`config.mk`:
```
export PLATFORM = sky130hd
export DESIGN_NAME = tc8_timer
export DESIGN_NICKNAME = d
export VERILOG_FILES = /design/src/rtl/tc8_pkg.sv /design/src/rtl/tc8_timer.sv
export SDC_FILE = /design/constraint.sdc
export NUM_CORES = 1
export LEC_CHECK = 0
export BUFFER_PORTS_ARGS = -buffer_cell sky130_fd_sc_hd__buf_2
export CAP_MARGIN = 20
export CORE_ASPECT_RATIO = 0.7
export CORE_MARGIN = 2
export CORE_UTILIZATION = 47
export CTS_BUF_LIST = sky130_fd_sc_hd__clkbuf_16
export CTS_CLUSTER_SIZE = 10
export DETAILED_ROUTE_END_ITERATION = 10
export HOLD_SLACK_MARGIN = 0.08
export PLACE_DENSITY_LB_ADDON = 0.15
export SKIP_CTS_REPAIR_TIMING = 1
export SKIP_LAST_GASP = 1
export SYNTH_ARGS = -nofsm -noshare
export SYNTH_HDL_FRONTEND = slang
export SYNTH_SLANG_ARGS = --single-unit
```
`constraint.sdc`:
```
create_clock -name core_clk_i -period 3.2 [get_ports core_clk_i]
set_input_delay 0.64 -clock core_clk_i [delete_from_list [all_inputs] [get_ports core_clk_i]]
set_output_delay 0.64 -clock core_clk_i [all_outputs]
set_load 0.01 [all_outputs]
```
`src/rtl/tc8_pkg.sv`:
```
`default_nettype none
package tc8_pkg;
   // ======================================================
   // Register addresses.
   localparam logic [2:0] ADR_CTRL_A = 3'h0;
   localparam logic [2:0] ADR_CTRL_B = 3'h1;
   localparam logic [2:0] ADR_COUNT  = 3'h2;
   localparam logic [2:0] ADR_CMP_A  = 3'h3;
   localparam logic [2:0] ADR_CMP_B  = 3'h4;
   localparam logic [2:0] ADR_MASK   = 3'h5;
   localparam logic [2:0] ADR_FLAGS  = 3'h6;
   // ======================================================
   // Field positions.
   localparam int CA_OMA = 6;
   localparam int CA_OMB = 4;
   localparam int CA_WM  = 0;
   localparam int CB_FA  = 7;
   localparam int CB_FB  = 6;
   localparam int CB_WM2 = 3;
   localparam int CB_CS  = 0;
   localparam int FL_OVF = 0;
   localparam int FL_MA  = 1;
   localparam int FL_MB  = 2;
   // ======================================================
   // Values.
   localparam logic [7:0] CNT_BOTTOM = 8'h00;
   localparam logic [7:0] CNT_MAX    = 8'hFF;
   localparam logic [7:0] CNT_ONE    = 8'h01;
   localparam logic [7:0] RST_BYTE   = 8'h00;
   localparam logic [2:0] RST_FLAGS  = 3'h0;
   localparam logic [2:0] CS_STOP    = 3'h0;
   localparam logic [2:0] CS_CORE    = 3'h1;
   localparam logic [2:0] CS_EXT_F   = 3'h6;
   localparam logic [2:0] CS_EXT_R   = 3'h7;
   localparam logic [2:0] WM_NORMAL  = 3'h0;
   localparam logic [2:0] WM_PC_MAX  = 3'h1;
   localparam logic [2:0] WM_CTC     = 3'h2;
   localparam logic [2:0] WM_FST_MAX = 3'h3;
   localparam logic [2:0] WM_PC_TOP  = 3'h5;
   localparam logic [2:0] WM_FST_TOP = 3'h7;
   localparam logic [1:0] OM_OFF     = 2'h0;
   localparam logic [1:0] OM_TOGGLE  = 2'h1;
   localparam logic [1:0] OM_CLEAR   = 2'h2;
   localparam logic [1:0] OM_SET     = 2'h3;
   typedef enum logic {TC8_UP, TC8_DOWN} tc8_dir_t;
endpackage
`default_nettype wire

```
`src/rtl/tc8_timer.sv`:
```
`default_nettype none
// ======================================================
// Compare channel.
module tc8_chan
   import tc8_pkg::*;
#(
   parameter bit IS_A = 1'b0
) (
   input  wire logic       clk_i,
   input  wire logic       rst_n_i,
   input  wire logic       ce_i,
   input  wire logic       tick_i,
   input  wire logic [7:0] cnt_i,
   input  wire logic       block_i,
   input  wire logic [2:0] wm_i,
   input  wire tc8_dir_t   dir_i,
   input  wire logic       wrap_i,
   input  wire logic       load_i,
   input  wire logic       wr_i,
   input  wire logic [7:0] wdata_i,
   input  wire logic [1:0] om_i,
   input  wire logic       force_i,
   output logic      [7:0] cmp_rd_o,
   output logic      [7:0] cmp_o,
   output logic            hit_o,
   output logic            oc_o
);
   logic [7:0] buf_q;
   logic       oc_d, pwm, tgl_ok;
   assign pwm      = wm_i[0];
   assign tgl_ok   = IS_A && wm_i[2];
   assign cmp_rd_o = pwm ? buf_q : cmp_o;
   assign hit_o    = tick_i && (cnt_i == cmp_o) && !block_i;
   always_ff @(posedge clk_i or negedge rst_n_i) begin
      if (!rst_n_i) begin
         buf_q <= RST_BYTE;
         cmp_o <= RST_BYTE;
      end else if (ce_i) begin
         if (wr_i) begin
            buf_q <= wdata_i;
         end
         if (wr_i && !pwm) begin
            cmp_o <= wdata_i;
         end else if (pwm && load_i) begin
            cmp_o <= buf_q;
         end
      end
   end
   always_comb begin
      oc_d = oc_o;
      if (!pwm) begin
         if (hit_o || force_i) begin
            case (om_i)
               OM_TOGGLE: oc_d = !oc_o;
               OM_CLEAR:  oc_d = 1'b0;
               OM_SET:    oc_d = 1'b1;
               default:   oc_d = oc_o;
            endcase
         end
      end else if (wm_i[1]) begin
         if (wrap_i && om_i == OM_CLEAR) begin
            oc_d = 1'b1;
         end else if (wrap_i && om_i == OM_SET) begin
            oc_d = 1'b0;
         end else if (hit_o) begin
            case (om_i)
               OM_TOGGLE: oc_d = tgl_ok ? !oc_o : oc_o;
               OM_CLEAR:  oc_d = 1'b0;
               OM_SET:    oc_d = 1'b1;
               default:   oc_d = oc_o;
            endcase
         end
      end else if (hit_o) begin
         case (om_i)
            OM_TOGGLE: oc_d = tgl_ok ? !oc_o : oc_o;
            OM_CLEAR:  oc_d = (dir_i == TC8_DOWN);
            OM_SET:    oc_d = (dir_i == TC8_UP);
            default:   oc_d = oc_o;
         endcase
      end
   end
   always_ff @(posedge clk_i or negedge rst_n_i) begin
      if (!rst_n_i) begin
         oc_o <= 1'b0;
      end else if (ce_i) begin
         oc_o <= oc_d;
      end
   end
endmodule

// ======================================================
// Timer top.
module tc8_timer
   import tc8_pkg::*;
(
   // Clock, reset, enable.
   input  wire logic       core_clk_i,
   input  wire logic       rstn_i,
   input  wire logic       ce_i,
   // Register port.
   input  wire logic [2:0] addr_i,
   input  wire logic [7:0] wdata_i,
   input  wire logic       wr_i,
   input  wire logic       rd_i,
   output logic      [7:0] rdata_o,
   // Tick sources.
   input  wire logic       presc_tick_i,
   input  wire logic       ext_clk_i,
   // Interrupts.
   input  wire logic [2:0] irq_ack_i,
   output logic      [2:0] irq_o,
   // Port pins, bit 0 is channel A.
   input  wire logic [1:0] port_data_i,
   input  wire logic [1:0] port_dir_i,
   output logic      [1:0] pin_o,
   output logic      [1:0] pin_oe_n_o
);
   logic [1:0] rst_sync_q;
   logic [2:0] ext_q;
   logic [7:0] ctrl_a_q;
   logic [4:0] ctrl_b_q;
   logic [7:0] cnt_q, cnt_d;
   tc8_dir_t   dir_q, dir_d;
   logic [2:0] mask_q;
   logic [2:0] flags_q, flags_set, flags_clr;
   logic [2:0] wm, cs;
   logic [7:0] top_v, cmp_a, rd_a, rd_b, rd_d;
   logic       rst_n, block_q, at_top, at_bot;
   logic       tk, tk_run, cnt_wr, wr_b;
   logic       ovf_set, load, wrap;
   logic       hit_a, hit_b, oc_a, oc_b;
   // ======================================================
   // Reset release and pin synchroniser.
   always_ff @(posedge core_clk_i or negedge rstn_i) begin
      if (!rstn_i) begin
         rst_sync_q <= 2'h0;
      end else begin
         rst_sync_q <= {rst_sync_q[0], 1'b1};
      end
   end
   assign rst_n = rst_sync_q[1];
   always_ff @(posedge core_clk_i or negedge rst_n) begin
      if (!rst_n) begin
         ext_q <= 3'h0;
      end else if (ce_i) begin
         ext_q <= {ext_q[1:0], ext_clk_i};
      end
   end
   // ======================================================
   // Mode decode and tick select.
   assign wm     = {ctrl_b_q[CB_WM2], ctrl_a_q[CA_WM +: 2]};
   assign cs     = ctrl_b_q[CB_CS +: 3];
   assign top_v  = (wm[2] || wm == WM_CTC) ? cmp_a : CNT_MAX;
   assign at_top = (cnt_q == top_v);
   assign at_bot = (cnt_q == CNT_BOTTOM);
   assign cnt_wr = ce_i && wr_i && addr_i == ADR_COUNT;
   assign wr_b   = ce_i && wr_i && addr_i == ADR_CTRL_B;
   always_comb begin
      case (cs)
         CS_STOP:  tk = 1'b0;
         CS_CORE:  tk = ce_i;
         CS_EXT_F: tk = ce_i && ext_q[2] && !ext_q[1];
         CS_EXT_R: tk = ce_i && ext_q[1] && !ext_q[2];
         default:  tk = ce_i && presc_tick_i;
      endcase
   end
   assign tk_run = tk && !cnt_wr;
   // ======================================================
   // Counting sequence.
   always_comb begin
      cnt_d   = cnt_q + CNT_ONE;
      dir_d   = dir_q;
      ovf_set = 1'b0;
      load    = 1'b0;
      wrap    = 1'b0;
      case (wm)
         WM_CTC: begin
            ovf_set = (cnt_q == CNT_MAX);
            if (at_top) begin
               cnt_d = CNT_BOTTOM;
            end
         end
         WM_FST_MAX, WM_FST_TOP: begin
            if (at_top) begin
               cnt_d   = CNT_BOTTOM;
               ovf_set = 1'b1;
               load    = 1'b1;
               wrap    = 1'b1;
            end
         end
         WM_PC_MAX, WM_PC_TOP: begin
            if (dir_q == TC8_UP) begin
               if (at_top) begin
                  dir_d = TC8_DOWN;
                  cnt_d = cnt_q - CNT_ONE;
                  load  = 1'b1;
               end
            end else if (at_bot) begin
               dir_d   = TC8_UP;
               ovf_set = 1'b1;
            end else begin
               cnt_d = cnt_q - CNT_ONE;
            end
         end
         default: begin
            ovf_set = (cnt_q == CNT_MAX);
         end
      endcase
   end
   always_ff @(posedge core_clk_i or negedge rst_n) begin
      if (!rst_n) begin
         cnt_q <= RST_BYTE;
      end else if (cnt_wr) begin
         cnt_q <= wdata_i;
      end else if (tk) begin
         cnt_q <= cnt_d;
      end
   end
   always_ff @(posedge core_clk_i or negedge rst_n) begin
      if (!rst_n) begin
         dir_q <= TC8_UP;
      end else if (tk_run) begin
         dir_q <= wm[0] ? dir_d : TC8_UP;
      end
   end
   always_ff @(posedge core_clk_i or negedge rst_n) begin
      if (!rst_n) begin
         block_q <= 1'b0;
      end else if (cnt_wr) begin
         block_q <= 1'b1;
      end else if (tk) begin
         block_q <= 1'b0;
      end
   end
   // ======================================================
   // Control and mask registers.
   always_ff @(posedge core_clk_i or negedge rst_n) begin
      if (!rst_n) begin
         ctrl_a_q <= RST_BYTE;
         ctrl_b_q <= RST_BYTE[4:0];
         mask_q   <= RST_FLAGS;
      end else if (ce_i && wr_i) begin
         if (addr_i == ADR_CTRL_A) begin
            ctrl_a_q <= wdata_i;
         end
         if (addr_i == ADR_CTRL_B) begin
            ctrl_b_q <= wdata_i[4:0];
         end
         if (addr_i == ADR_MASK) begin
            mask_q <= wdata_i[2:0];
         end
      end
   end
   // ======================================================
   // Compare channels.
   tc8_chan #(.IS_A(1'b1)) u_chan_a (
      .clk_i    (core_clk_i),
      .rst_n_i  (rst_n),
      .ce_i     (ce_i),
      .tick_i   (tk),
      .cnt_i    (cnt_q),
      .block_i  (block_q),
      .wm_i     (wm),
      .dir_i    (dir_q),
      .wrap_i   (wrap && tk_run),
      .load_i   (load && tk_run),
      .wr_i     (ce_i && wr_i && addr_i == ADR_CMP_A),
      .wdata_i  (wdata_i),
      .om_i     (ctrl_a_q[CA_OMA +: 2]),
      .force_i  (wr_b && wdata_i[CB_FA] && !wm[0]),
      .cmp_rd_o (rd_a),
      .cmp_o    (cmp_a),
      .hit_o    (hit_a),
      .oc_o     (oc_a)
   );
   tc8_chan #(.IS_A(1'b0)) u_chan_b (
      .clk_i    (core_clk_i),
      .rst_n_i  (rst_n),
      .ce_i     (ce_i),
      .tick_i   (tk),
      .cnt_i    (cnt_q),
      .block_i  (block_q),
      .wm_i     (wm),
      .dir_i    (dir_q),
      .wrap_i   (wrap && tk_run),
      .load_i   (load && tk_run),
      .wr_i     (ce_i && wr_i && addr_i == ADR_CMP_B),
      .wdata_i  (wdata_i),
      .om_i     (ctrl_a_q[CA_OMB +: 2]),
      .force_i  (wr_b && wdata_i[CB_FB] && !wm[0]),
      .cmp_rd_o (rd_b),
      .cmp_o    (),
      .hit_o    (hit_b),
      .oc_o     (oc_b)
   );
   // ======================================================
   // Flags and interrupt requests.
   assign flags_set = {hit_b, hit_a, tk_run && ovf_set};
   assign flags_clr = irq_ack_i
                    | ((wr_i && addr_i == ADR_FLAGS) ? wdata_i[2:0] : RST_FLAGS);
   always_ff @(posedge core_clk_i or negedge rst_n) begin
      if (!rst_n) begin
         flags_q <= RST_FLAGS;
         irq_o   <= RST_FLAGS;
      end else if (ce_i) begin
         flags_q <= flags_set | (flags_q & ~flags_clr);
         irq_o   <= flags_q & mask_q;
      end
   end
   // ======================================================
   // Read data and pins.
   always_comb begin
      case (addr_i)
         ADR_CTRL_A: rd_d = ctrl_a_q;
         ADR_CTRL_B: rd_d = {3'h0, ctrl_b_q};
         ADR_COUNT:  rd_d = cnt_q;
         ADR_CMP_A:  rd_d = rd_a;
         ADR_CMP_B:  rd_d = rd_b;
         ADR_MASK:   rd_d = {5'h00, mask_q};
         ADR_FLAGS:  rd_d = {5'h00, flags_q};
         default:    rd_d = RST_BYTE;
      endcase
   end
   always_ff @(posedge core_clk_i or negedge rst_n) begin
      if (!rst_n) begin
         rdata_o    <= RST_BYTE;
         pin_o      <= 2'h0;
         pin_oe_n_o <= 2'h3;
      end else if (ce_i) begin
         rdata_o       <= rd_i ? rd_d : RST_BYTE;
         pin_o[0]      <= (ctrl_a_q[CA_OMA +: 2] != OM_OFF) ? oc_a : port_data_i[0];
         pin_o[1]      <= (ctrl_a_q[CA_OMB +: 2] != OM_OFF) ? oc_b : port_data_i[1];
         pin_oe_n_o    <= ~port_dir_i;
      end
   end
endmodule
`default_nettype wire

```
==> results_dict.tcl, run 1 <==
set metrics [dict create \
    grt_pass1_wl_um 23200 \
    area_growth_pct 13.8 \
    gp_congestion 1.00 \
    r2r-start "cnt_q[1]" \
    async_flop_share_pct 100 \
    dominantRegCellSynth "dfrtp_1" \
    rr_endpoint "u_chan_b.cmp_o[3]" \
    postSynthCellCount 509 \
    max_freq_mhz 384 \
    ys.warnings.count 0 \
    die_w_um 127 \
    fin_setup_tns_ns 0 \
    root_buffer "clkbuf_16" \
    die_area_um2 11500 \
    status "finished clean" \
    power_density_nw_per_um2 742 \
    synth_common_cells "dfrtp_1, nor2_1, a21oi_1, mux2_2, mux2i_1" \
    tightest_slew_ns 0.656 \
    cp_slowest_stage_delay_ns 0.64 \
    drv_slew 0 \
    vias 4277 \
    hpwl_um 10500 \
    placed_cell_area_um2 5340 \
    ys_seq_area_share_pct 41.7 \
    num_io_pins 40 \
    clock_sinks 83 \
    grt_pass1_vias 4099 \
    io_buffers 39 \
    met3_length_um 1340 \
    ys_seq_elements 83 \
    vias_per_cell 6.23 \
    fin_ws_ns 0.595 \
    finalSetupViolCount 0 \
    final_nets 577 \
    stdcell_area_um2 5670 \
    critPathSlowestCell "o31ai_2" \
    final.min_clock_period_ns 2.60 \
    r2r_cells 7 \
    hp-class "reg -> async" \
    insertion_delay_ns 0.35 \
    gr-total-overflow 0 \
    wl_met1_um 6880 \
    synth_area_leader_cell "dfrtp_1" \
    maxCapViolCount 0 \
    drive_gt1_share_pct 24.4 \
    synth_cell_type_count 76 \
    maxUsedRoutingLayer "met4" \
    cts_inserted_buffers 9 \
    startpoint_type "register" \
    worstPathMaxFanout 16 \
    yosysMostFrequentCell "dfrtp_1" \
    grt_setup_unrepaired "false" \
    synth_area_leaders "dfrtp_1, mux2_2, mux2i_1, a21oi_1, nor2_1" \
    antenna_cells 0 \
    end_kind "register" \
    drc 0 \
    path_clk_slew_ns 0.06 \
    ant_nets 0 \
    h-tree-depth 3 \
    grt_max_degree 82 \
    first_iter_violations 523 \
    clock_path_buffers 2 \
    synth_top_area_share_pct 40.7 \
    fp.dieH_um 90.1 \
    ir_drop_uv 349 \
    critPathArrivalTime_ns 2.88 \
    finalHoldViolations 0 \
    r2r_slack_ns 0.60 \
    dp_slack_ns 0.556 \
    skew_ns 0.00596 \
    p_leak_nw 2.42 \
    synth_edf_count 0 \
    start_util_pct 48.3 \
    antenna_found_initial 0 \
    grt.total_usage_pct 26.5 \
    path_cells "nand2b_1 -> o2111ai_1 -> o31ai_2 -> a41oi_4 -> a21oi_4 -> nor2_1 -> a21oi_1" \
    wl_met2_um 6140 \
    fin_util_pct 55.0 \
    rows 31 \
    required_ns 3.47 \
    avgSynthCellArea_um2 9.79 \
    routedWlPerCell_um 21.3 \
    path_class "reg -> reg" \
    finalWirelength_um 14600 \
    period_share_pct 81.4 \
    tritoncts "built" \
    synthesis.area_um2 4980 \
    drt_pass1_iterations 5 \
    core_area_um2 10300 \
    syn-num-nets 537 \
    relSlewSlack_pct 56.0 \
]
## kinds of logic after synthesis
family / after synthesis / synth area share, %
XOR/XNOR: 12 / 2.11
flip-flops: 83 / 41.7
other: 1 / 0.0753
buffers and inverters: 47 / 4.42
adder cells (fa/ha/maj): 3 / 0.753
AO/OA/AOI/OAI: 134 / 19.0
AND/OR/NAND/NOR: 158 / 16.5
multiplexers: 71 / 15.4
## registers in the layout, summed over array words and instances (netlist names), 2 cells and up
| signal | count |
|---|---|
| cnt_q | 8 |
| ctrl_a_q | 8 |
| ctrl_b_q | 5 |
| ext_q | 3 |
| flags_q | 3 |
| irq_o | 3 |
| mask_q | 3 |
| pin_o | 2 |
| pin_oe_n_o | 2 |
| rdata_o | 8 |
| rst_sync_q | 2 |
| u_chan_a.buf_q | 8 |
| u_chan_a.cmp_o | 8 |
| u_chan_b.buf_q | 8 |
| u_chan_b.cmp_o | 8 |
## through the flow
step | instances | hold WS (ns) | total power (W)
after floorplan | 509 | 0.331 | 0.00266
after global placement | 668 | 0.338 | 0.00310
after detailed placement | 668 | 0.341 | 0.00312
after CTS | 684 | 0.0638 | 0.00417
after global routing | 686 | 0.174 | 0.00443
final | 686 | 0.158 | 0.00421
## cells in the final DEF, fill, tap and decap left out, drive strengths merged, types with 4 or more instances in the layout
| cell type | n |
|---|---|
| nand4 | 5 |
| o211ai | 5 |
| inv | 15 |
| a21oi | 44 |
| dfrtp | 81 |
| o22ai | 4 |
| nand2b | 14 |
| nand2 | 32 |
| o2bb2ai | 9 |
| nor3 | 9 |
| mux2i | 35 |
| xor2 | 8 |
| or3 | 4 |
| buf | 61 |
| mux2 | 35 |
| nor4 | 5 |
| a221oi | 5 |
| nor2 | 49 |
| xnor2 | 4 |
| a211oi | 6 |
| nor2b | 9 |
| nand3 | 16 |
| o21ai | 27 |
| clkbuf | 9 |
## worst max path at each step
stage	slack, ns	start	to	cells after the start
2_1_floorplan	0.72	rst_sync_q[1]	block_q	0
3_3_place_gp	0.61	addr_i[2]	u_chan_b.cmp_o[1]	8
3_5_place_dp	0.56	addr_i[2]	u_chan_b.cmp_o[2]	8
4_1_cts	0.63	ctrl_a_q[0]	u_chan_b.cmp_o[3]	7
5_1_grt	0.43	ctrl_a_q[0]	u_chan_b.cmp_o[3]	7
6_report	0.60	cnt_q[1]	u_chan_b.cmp_o[3]	7
## layer usage
layer | GRT usage, % | up-vias
met5 | 0 | -
met4 | 7.51 | 0
met3 | 6.25 | 18
met2 | 37.1 | 199
met1 | 40.5 | 2130
li1 | - | 1930
## final cells by class
| type | instances | area (µm²) |
|---|---|---|
| fill | 940 | 4650 |
| multi-input combinational | 379 | 2680 |
| sequential | 83 | 2080 |
| timing repair buffer | 62 | 390 |
| clock buffer | 9 | 225 |
| tap | 132 | 165 |
| clock inverter | 7 | 70.1 |
| inverter | 14 | 55.1 |
## critical path: cells and delay by family, from the launching register on
kind | cells | cell delay, ns
flip-flops | 1 | 0.57
AO/OA/AOI/OAI | 5 | 1.68
AND/OR/NAND/NOR | 2 | 0.26
## power breakdown
part	internal, W	switching (W)
registers	0.00133	0.000349
logic	0.000631	0.000857
clock network	0.000603	0.000441
Note: power is estimated with default switching activity, not from simulation.
==> run 2, diff against run 1 <==
==> constraint.sdc (replaced) <==
create_clock -name core_clk_i -period 2.1 [get_ports core_clk_i]
set_input_delay 0.42 -clock core_clk_i [delete_from_list [all_inputs] [get_ports core_clk_i]]
set_output_delay 0.42 -clock core_clk_i [all_outputs]
set_load 0.01 [all_outputs]
==> run 2 against run 1 <==
The flow now finishes with violations (negative setup slack). Wire length is 9.5% higher. Power grew 72%. Critical path depth grew 2. Clock-buffer cell count unchanged. Maximum frequency rose by 13%. Sequential power up 49%. Critical endpoint is now u_chan_a.cmp_o[2].
==> results_dict.tcl, run 2 (synthesis gave the netlist of run 1 again) <==
set metrics [dict create \
    status "complete, but fails checks" \
    violations "negative setup slack" \
    r2r-start "cnt_q[7]" \
    fillers 887 \
    critPathMostFrequentCell "nor2_4" \
    startpoint_type "register" \
    wl_met1_um 7460 \
    layout_common_cells "buf_4, dfrtp_1, buf_2, nor2_1" \
    clock_path_buffers 2 \
    io_buffers 39 \
    maxUsedRoutingLayer "met4" \
    finalSetupViolCount 25 \
    first_iter_violations 471 \
    vias 4539 \
    end_kind "register" \
    start_util_pct 48.3 \
    path_cells "nor2b_1 -> a2111o_1 -> a211oi_4 -> buf_6 -> a41oi_4 -> nor2_4 -> buf_12 -> nor2_4 -> a21oi_2" \
    p_leak_nw 2.75 \
    drv_slew 0 \
    vias_per_cell 6.06 \
    grt_max_degree 33 \
    hold_start "port_dir_i[1]" \
    num_io_pins 40 \
    cp_slowest_stage_delay_ns 0.47 \
    rr_endpoint "u_chan_a.cmp_o[2]" \
    skew_ns 0.00693 \
    h-tree-depth 3 \
    area_growth_pct 27.7 \
    grt_setup_unrepaired "true" \
    max_freq_mhz 435 \
    regArea_um2 2090 \
    required_ns 2.37 \
    critPathArrivalTime_ns 2.57 \
    grt.total_usage_pct 28.2 \
    rows 31 \
    insertion_delay_ns 0.34 \
    worstPathMaxFanout 8 \
    ir_drop_uv 615 \
    final_cells 749 \
    tritoncts "built" \
    antenna_found_initial 0 \
    routedWlPerCell_um 21.4 \
    wl_met2_um 6740 \
    cts_inserted_buffers 9 \
    final.min_clock_period_ns 2.30 \
    root_buffer "clkbuf_16" \
    core_area_um2 10300 \
    fin_ws_ns -0.199 \
    finalHoldViolations 0 \
    drive_gt1_share_pct 37.1 \
    relSlewSlack_pct 57.7 \
    drt_pass1_iterations 5 \
    holdPathEnd "pin_oe_n_o[1]" \
    path_class "reg -> reg" \
    period_share_pct 109 \
    layout_commonest_cell "buf_4" \
    hp-class "in -> reg" \
    clock_sinks 83 \
    whs_ns 0.213 \
    r2r_slack_ns -0.20 \
    power_density_nw_per_um2 1130 \
    fp.dieH_um 90.1 \
    die_w_um 127 \
    dp_cells 730 \
    multi_input_area_um2 2860 \
    r2r_cells 9 \
    finalWirelength_um 16000 \
    hpwl_um 11400 \
    path_clk_slew_ns 0.07 \
    grt_pass1_vias 4294 \
    fin_util_pct 61.7 \
    final_nets 640 \
    grt_pass1_wl_um 24500 \
    critPathSlowestCell "a2111o_1" \
    antenna_cells 0 \
    die_area_um2 11500 \
    total_power_w 0.00722 \
    tightest_slew_ns 0.632 \
    met3_length_um 1450 \
    ant_nets 0 \
    min_path_cells 2 \
    gr-total-overflow 0 \
    drc 0 \
    gp_congestion 0.939 \
    maxCapViolCount 0 \
]
[run 2: layout make-up]
type | count | area share (%)
Clock buffer | 9 | 3.54
Inverter | 14 | 0.865
Sequential cell | 83 | 32.8
Timing Repair Buffer | 125 | 14.2
Tap cell | 132 | 2.60
Clock inverter | 7 | 1.10
Multi-Input combinational cell | 379 | 44.9
[run 2: worst max-delay path, delay by kind of cell, from the launching register on]
kind,cells,cell delay [ns]
flip-flops,1,0.45
buffers and inverters,2,0.36
AND/OR/NAND/NOR,3,0.32
AO/OA/AOI/OAI,4,1.09
[run 2: worst max path at each step]
stage / depth (start not counted) / slack [ns] / endpoint / start
5_1_grt: 7 / -0.28 / u_chan_a.oc_o / cnt_q[7]
2_1_floorplan: 7 / 0.03 / cnt_q[7] / u_chan_a.cmp_o[7]
3_3_place_gp: 7 / -0.24 / u_chan_a.oc_o / cnt_q[7]
4_1_cts: 7 / -0.26 / u_chan_a.oc_o / cnt_q[7]
3_5_place_dp: 7 / -0.22 / u_chan_a.oc_o / cnt_q[7]
6_report: 9 / -0.20 / u_chan_a.cmp_o[2] / cnt_q[7]
[run 2: routing by layer]
layer / GRT usage, % / vias to the layer above
met1: 42.3 / 2221
li1: - / 2059
met4: 8.97 / 0
met3: 7.44 / 31
met5: 0 / -
met2: 39.3 / 228
[run 2: power breakdown]
part           switching (W)  internal [W]
combinational        0.00166       0.00146
sequential          0.000471       0.00203
clock               0.000690      0.000920
[run 2: stage by stage]
step | TNS (ns) | worst slack (ns) | instance area, µm²
after global placement | -1.58 | -0.241 | 5840
after global routing | -5.55 | -0.280 | 6360
after floorplan | 0 | 0.0277 | 4990
after detailed placement | -1.94 | -0.225 | 5840
after CTS | -2.80 | -0.258 | 6140
final | -3.62 | -0.199 | 6360
==> run 3, diff against run 2 <==
--- a/config.mk
+++ b/config.mk
@@ -14,7 +14,7 @@
 export CTS_CLUSTER_SIZE = 10
 export DETAILED_ROUTE_END_ITERATION = 10
 export HOLD_SLACK_MARGIN = 0.08
-export PLACE_DENSITY_LB_ADDON = 0.15
+export PLACE_DENSITY_LB_ADDON = 0.3
 export SKIP_CTS_REPAIR_TIMING = 1
 export SKIP_LAST_GASP = 1
 export SYNTH_ARGS = -nofsm -noshare
==> run 3 against run 2 <==
The flow still finishes with violations (negative setup slack). Combinational power fell by 3%. Worst setup slack improved by 0.14 ns. Core utilization is 0.061 points lower. Sequential power about the same. Sequential share of layout area up 0.072 points. Final area about the same. Die area unchanged. Flip-flop and latch count unchanged. Wire length decreased by 3.7%. Final cell count increased by 0.40%. Hold slack gained 0.0020 ns.
==> results_dict.tcl, run 3 (synthesis gave the netlist of run 1 again) <==
set metrics [dict create \
    max_freq_mhz 462 \
    final_nets 643 \
    fin_util_pct 61.6 \
    ir_drop_uv 756 \
    maxCapViolCount 0 \
    finalWirelength_um 15400 \
    end_kind "register" \
    critPathArrivalTime_ns 2.39 \
    ant_nets 0 \
    antenna_found_initial 0 \
    fp.dieH_um 90.1 \
    violations "negative setup slack" \
    power_density_nw_per_um2 1120 \
    fillers 886 \
    power_frac_comb_pct 42.6 \
    hpwl_um 11200 \
    finalSetupViolCount 11 \
    clkPwrFrac_pct 22.4 \
    path_class "reg -> reg" \
    clock_sinks 83 \
    grt_max_degree 45 \
    insertion_delay_ns 0.34 \
    fin_ws_ns -0.0631 \
    drt_pass1_iterations 7 \
    min_path_cells 2 \
    switching_power_w 0.00274 \
    whs_ns 0.215 \
    start_util_pct 48.3 \
    layout_common_cells "buf_4, dfrtp_1, nor2_1, a21oi_1, buf_2" \
    r2r_cells 9 \
    root_buffer "clkbuf_16" \
    vias 4553 \
    r2r-start "u_chan_a.cmp_o[6]" \
    routedWlPerCell_um 20.5 \
    holdPathEnd "pin_oe_n_o[1]" \
    r2r_slack_ns -0.06 \
    status "complete, but fails checks" \
    rr_endpoint "cnt_q[7]" \
    gp_congestion 0.941 \
    first_iter_violations 489 \
    skew_ns 0.00905 \
    worstPathMaxFanout 7 \
    io_buffers 39 \
    area_growth_pct 27.6 \
    antenna_cells 0 \
    p_leak_nw 2.80 \
    drc 0 \
    die_w_um 127 \
    relSlewSlack_pct 54.1 \
    netSwitchingFraction_pct 38.4 \
    stdcell_area_um2 6360 \
    clock_path_buffers 2 \
    num_io_pins 40 \
    grt_setup_unrepaired "true" \
    core_area_um2 10300 \
    gr-total-overflow 0 \
    grt.total_usage_pct 27.3 \
    drive_gt1_share_pct 36.5 \
    startpoint_type "register" \
    die_area_um2 11500 \
    final.min_clock_period_ns 2.16 \
    tightest_slew_ns 0.682 \
    hold_start "port_dir_i[1]" \
    tritoncts "built" \
    grt_pass1_wl_um 23900 \
    required_ns 2.33 \
    layout_commonest_cell "buf_4" \
    rows 31 \
    hp-class "in -> reg" \
    cts_inserted_buffers 9 \
    path_clk_slew_ns 0.06 \
    intPower_w 0.00439 \
    h-tree-depth 3 \
    placed_cell_area_um2 5850 \
    grt_pass1_vias 4295 \
    power_frac_seq_pct 35.1 \
    period_share_pct 103 \
    vias_per_cell 6.05 \
    drv_slew 0 \
    finalHoldViolations 0 \
]
==> run 3: cell types whose count changed in the layout (fill, tap and decap cells not counted), moves of 4 or more <==
cell and delta:
a21oi_1 +10, a21oi_2 -10, buf_4 +4, nor2_1 +7, nor2_4 -9
==> run 3: area by class of cell <==
type | instances | area [µm²] | area share [%]
clock inverters | 7 | 68.8 | 1.08
repair buffers | 128 | 920 | 14.5
multi-input cells | 379 | 2830 | 44.6
flip-flops and latches | 83 | 2090 | 32.9
clock buffers | 9 | 225 | 3.54
well taps | 132 | 165 | 2.60
inverters | 14 | 55.1 | 0.866
==> run 3: power groups by stage <==
stage | clock network [W] | logic (W) | registers (W)
finish | 0.00160 | 0.00303 | 0.00250
global route | 0.00169 | 0.00326 | 0.00256
CTS | 0.00161 | 0.00277 | 0.00247
detailed placement | 0 | 0.00275 | 0.00249
global placement | 0 | 0.00270 | 0.00247
floorplan | 0 | 0.00172 | 0.00234
==> run 3: how the worst max path moves through the flow <==
stage	end	start	cells after the start
floorplan	cnt_q[7]	u_chan_a.cmp_o[7]	7
detailed placement	u_chan_b.oc_o	ctrl_b_q[0]	6
global route	cnt_q[7]	cnt_q[1]	10
CTS	u_chan_b.oc_o	ctrl_b_q[0]	6
global placement	u_chan_b.oc_o	ctrl_b_q[0]	6
finish	cnt_q[7]	u_chan_a.cmp_o[6]	9
==> run 3: through the flow <==
step,setup TNS (ns),worst slack [ns],power [W],instances
floorplan,0,0.0277,0.00406,509
global placement,-0.584,-0.0852,0.00517,730
detailed placement,-1.48,-0.148,0.00524,730
CTS,-2.16,-0.173,0.00685,746
global route,-1.47,-0.134,0.00750,752
finish,-0.253,-0.0631,0.00713,752
==> run 3: layer usage <==
| layer | GRT usage (%) | vias to the layer above | wire length [µm] |
|---|---|---|---|
| met5 | 0 | - | 0 |
| met4 | 6.14 | 0 | 235 |
| met3 | 6.37 | 25 | 1140 |
| met2 | 39.6 | 190 | 6800 |
| met1 | 41.3 | 2269 | 7230 |
| li1 | - | 2069 | - |
==> run 3: worst max-delay path, cell delays in order, from the launching register on <==
cell      delay (ns)
dfrtp_1         0.40
nor2b_1         0.14
a2111o_1        0.42
a211oi_4        0.25
buf_4           0.18
o211ai_4        0.11
buf_4           0.17
a21oi_1         0.13
nor2b_1         0.08
o22a_1          0.17
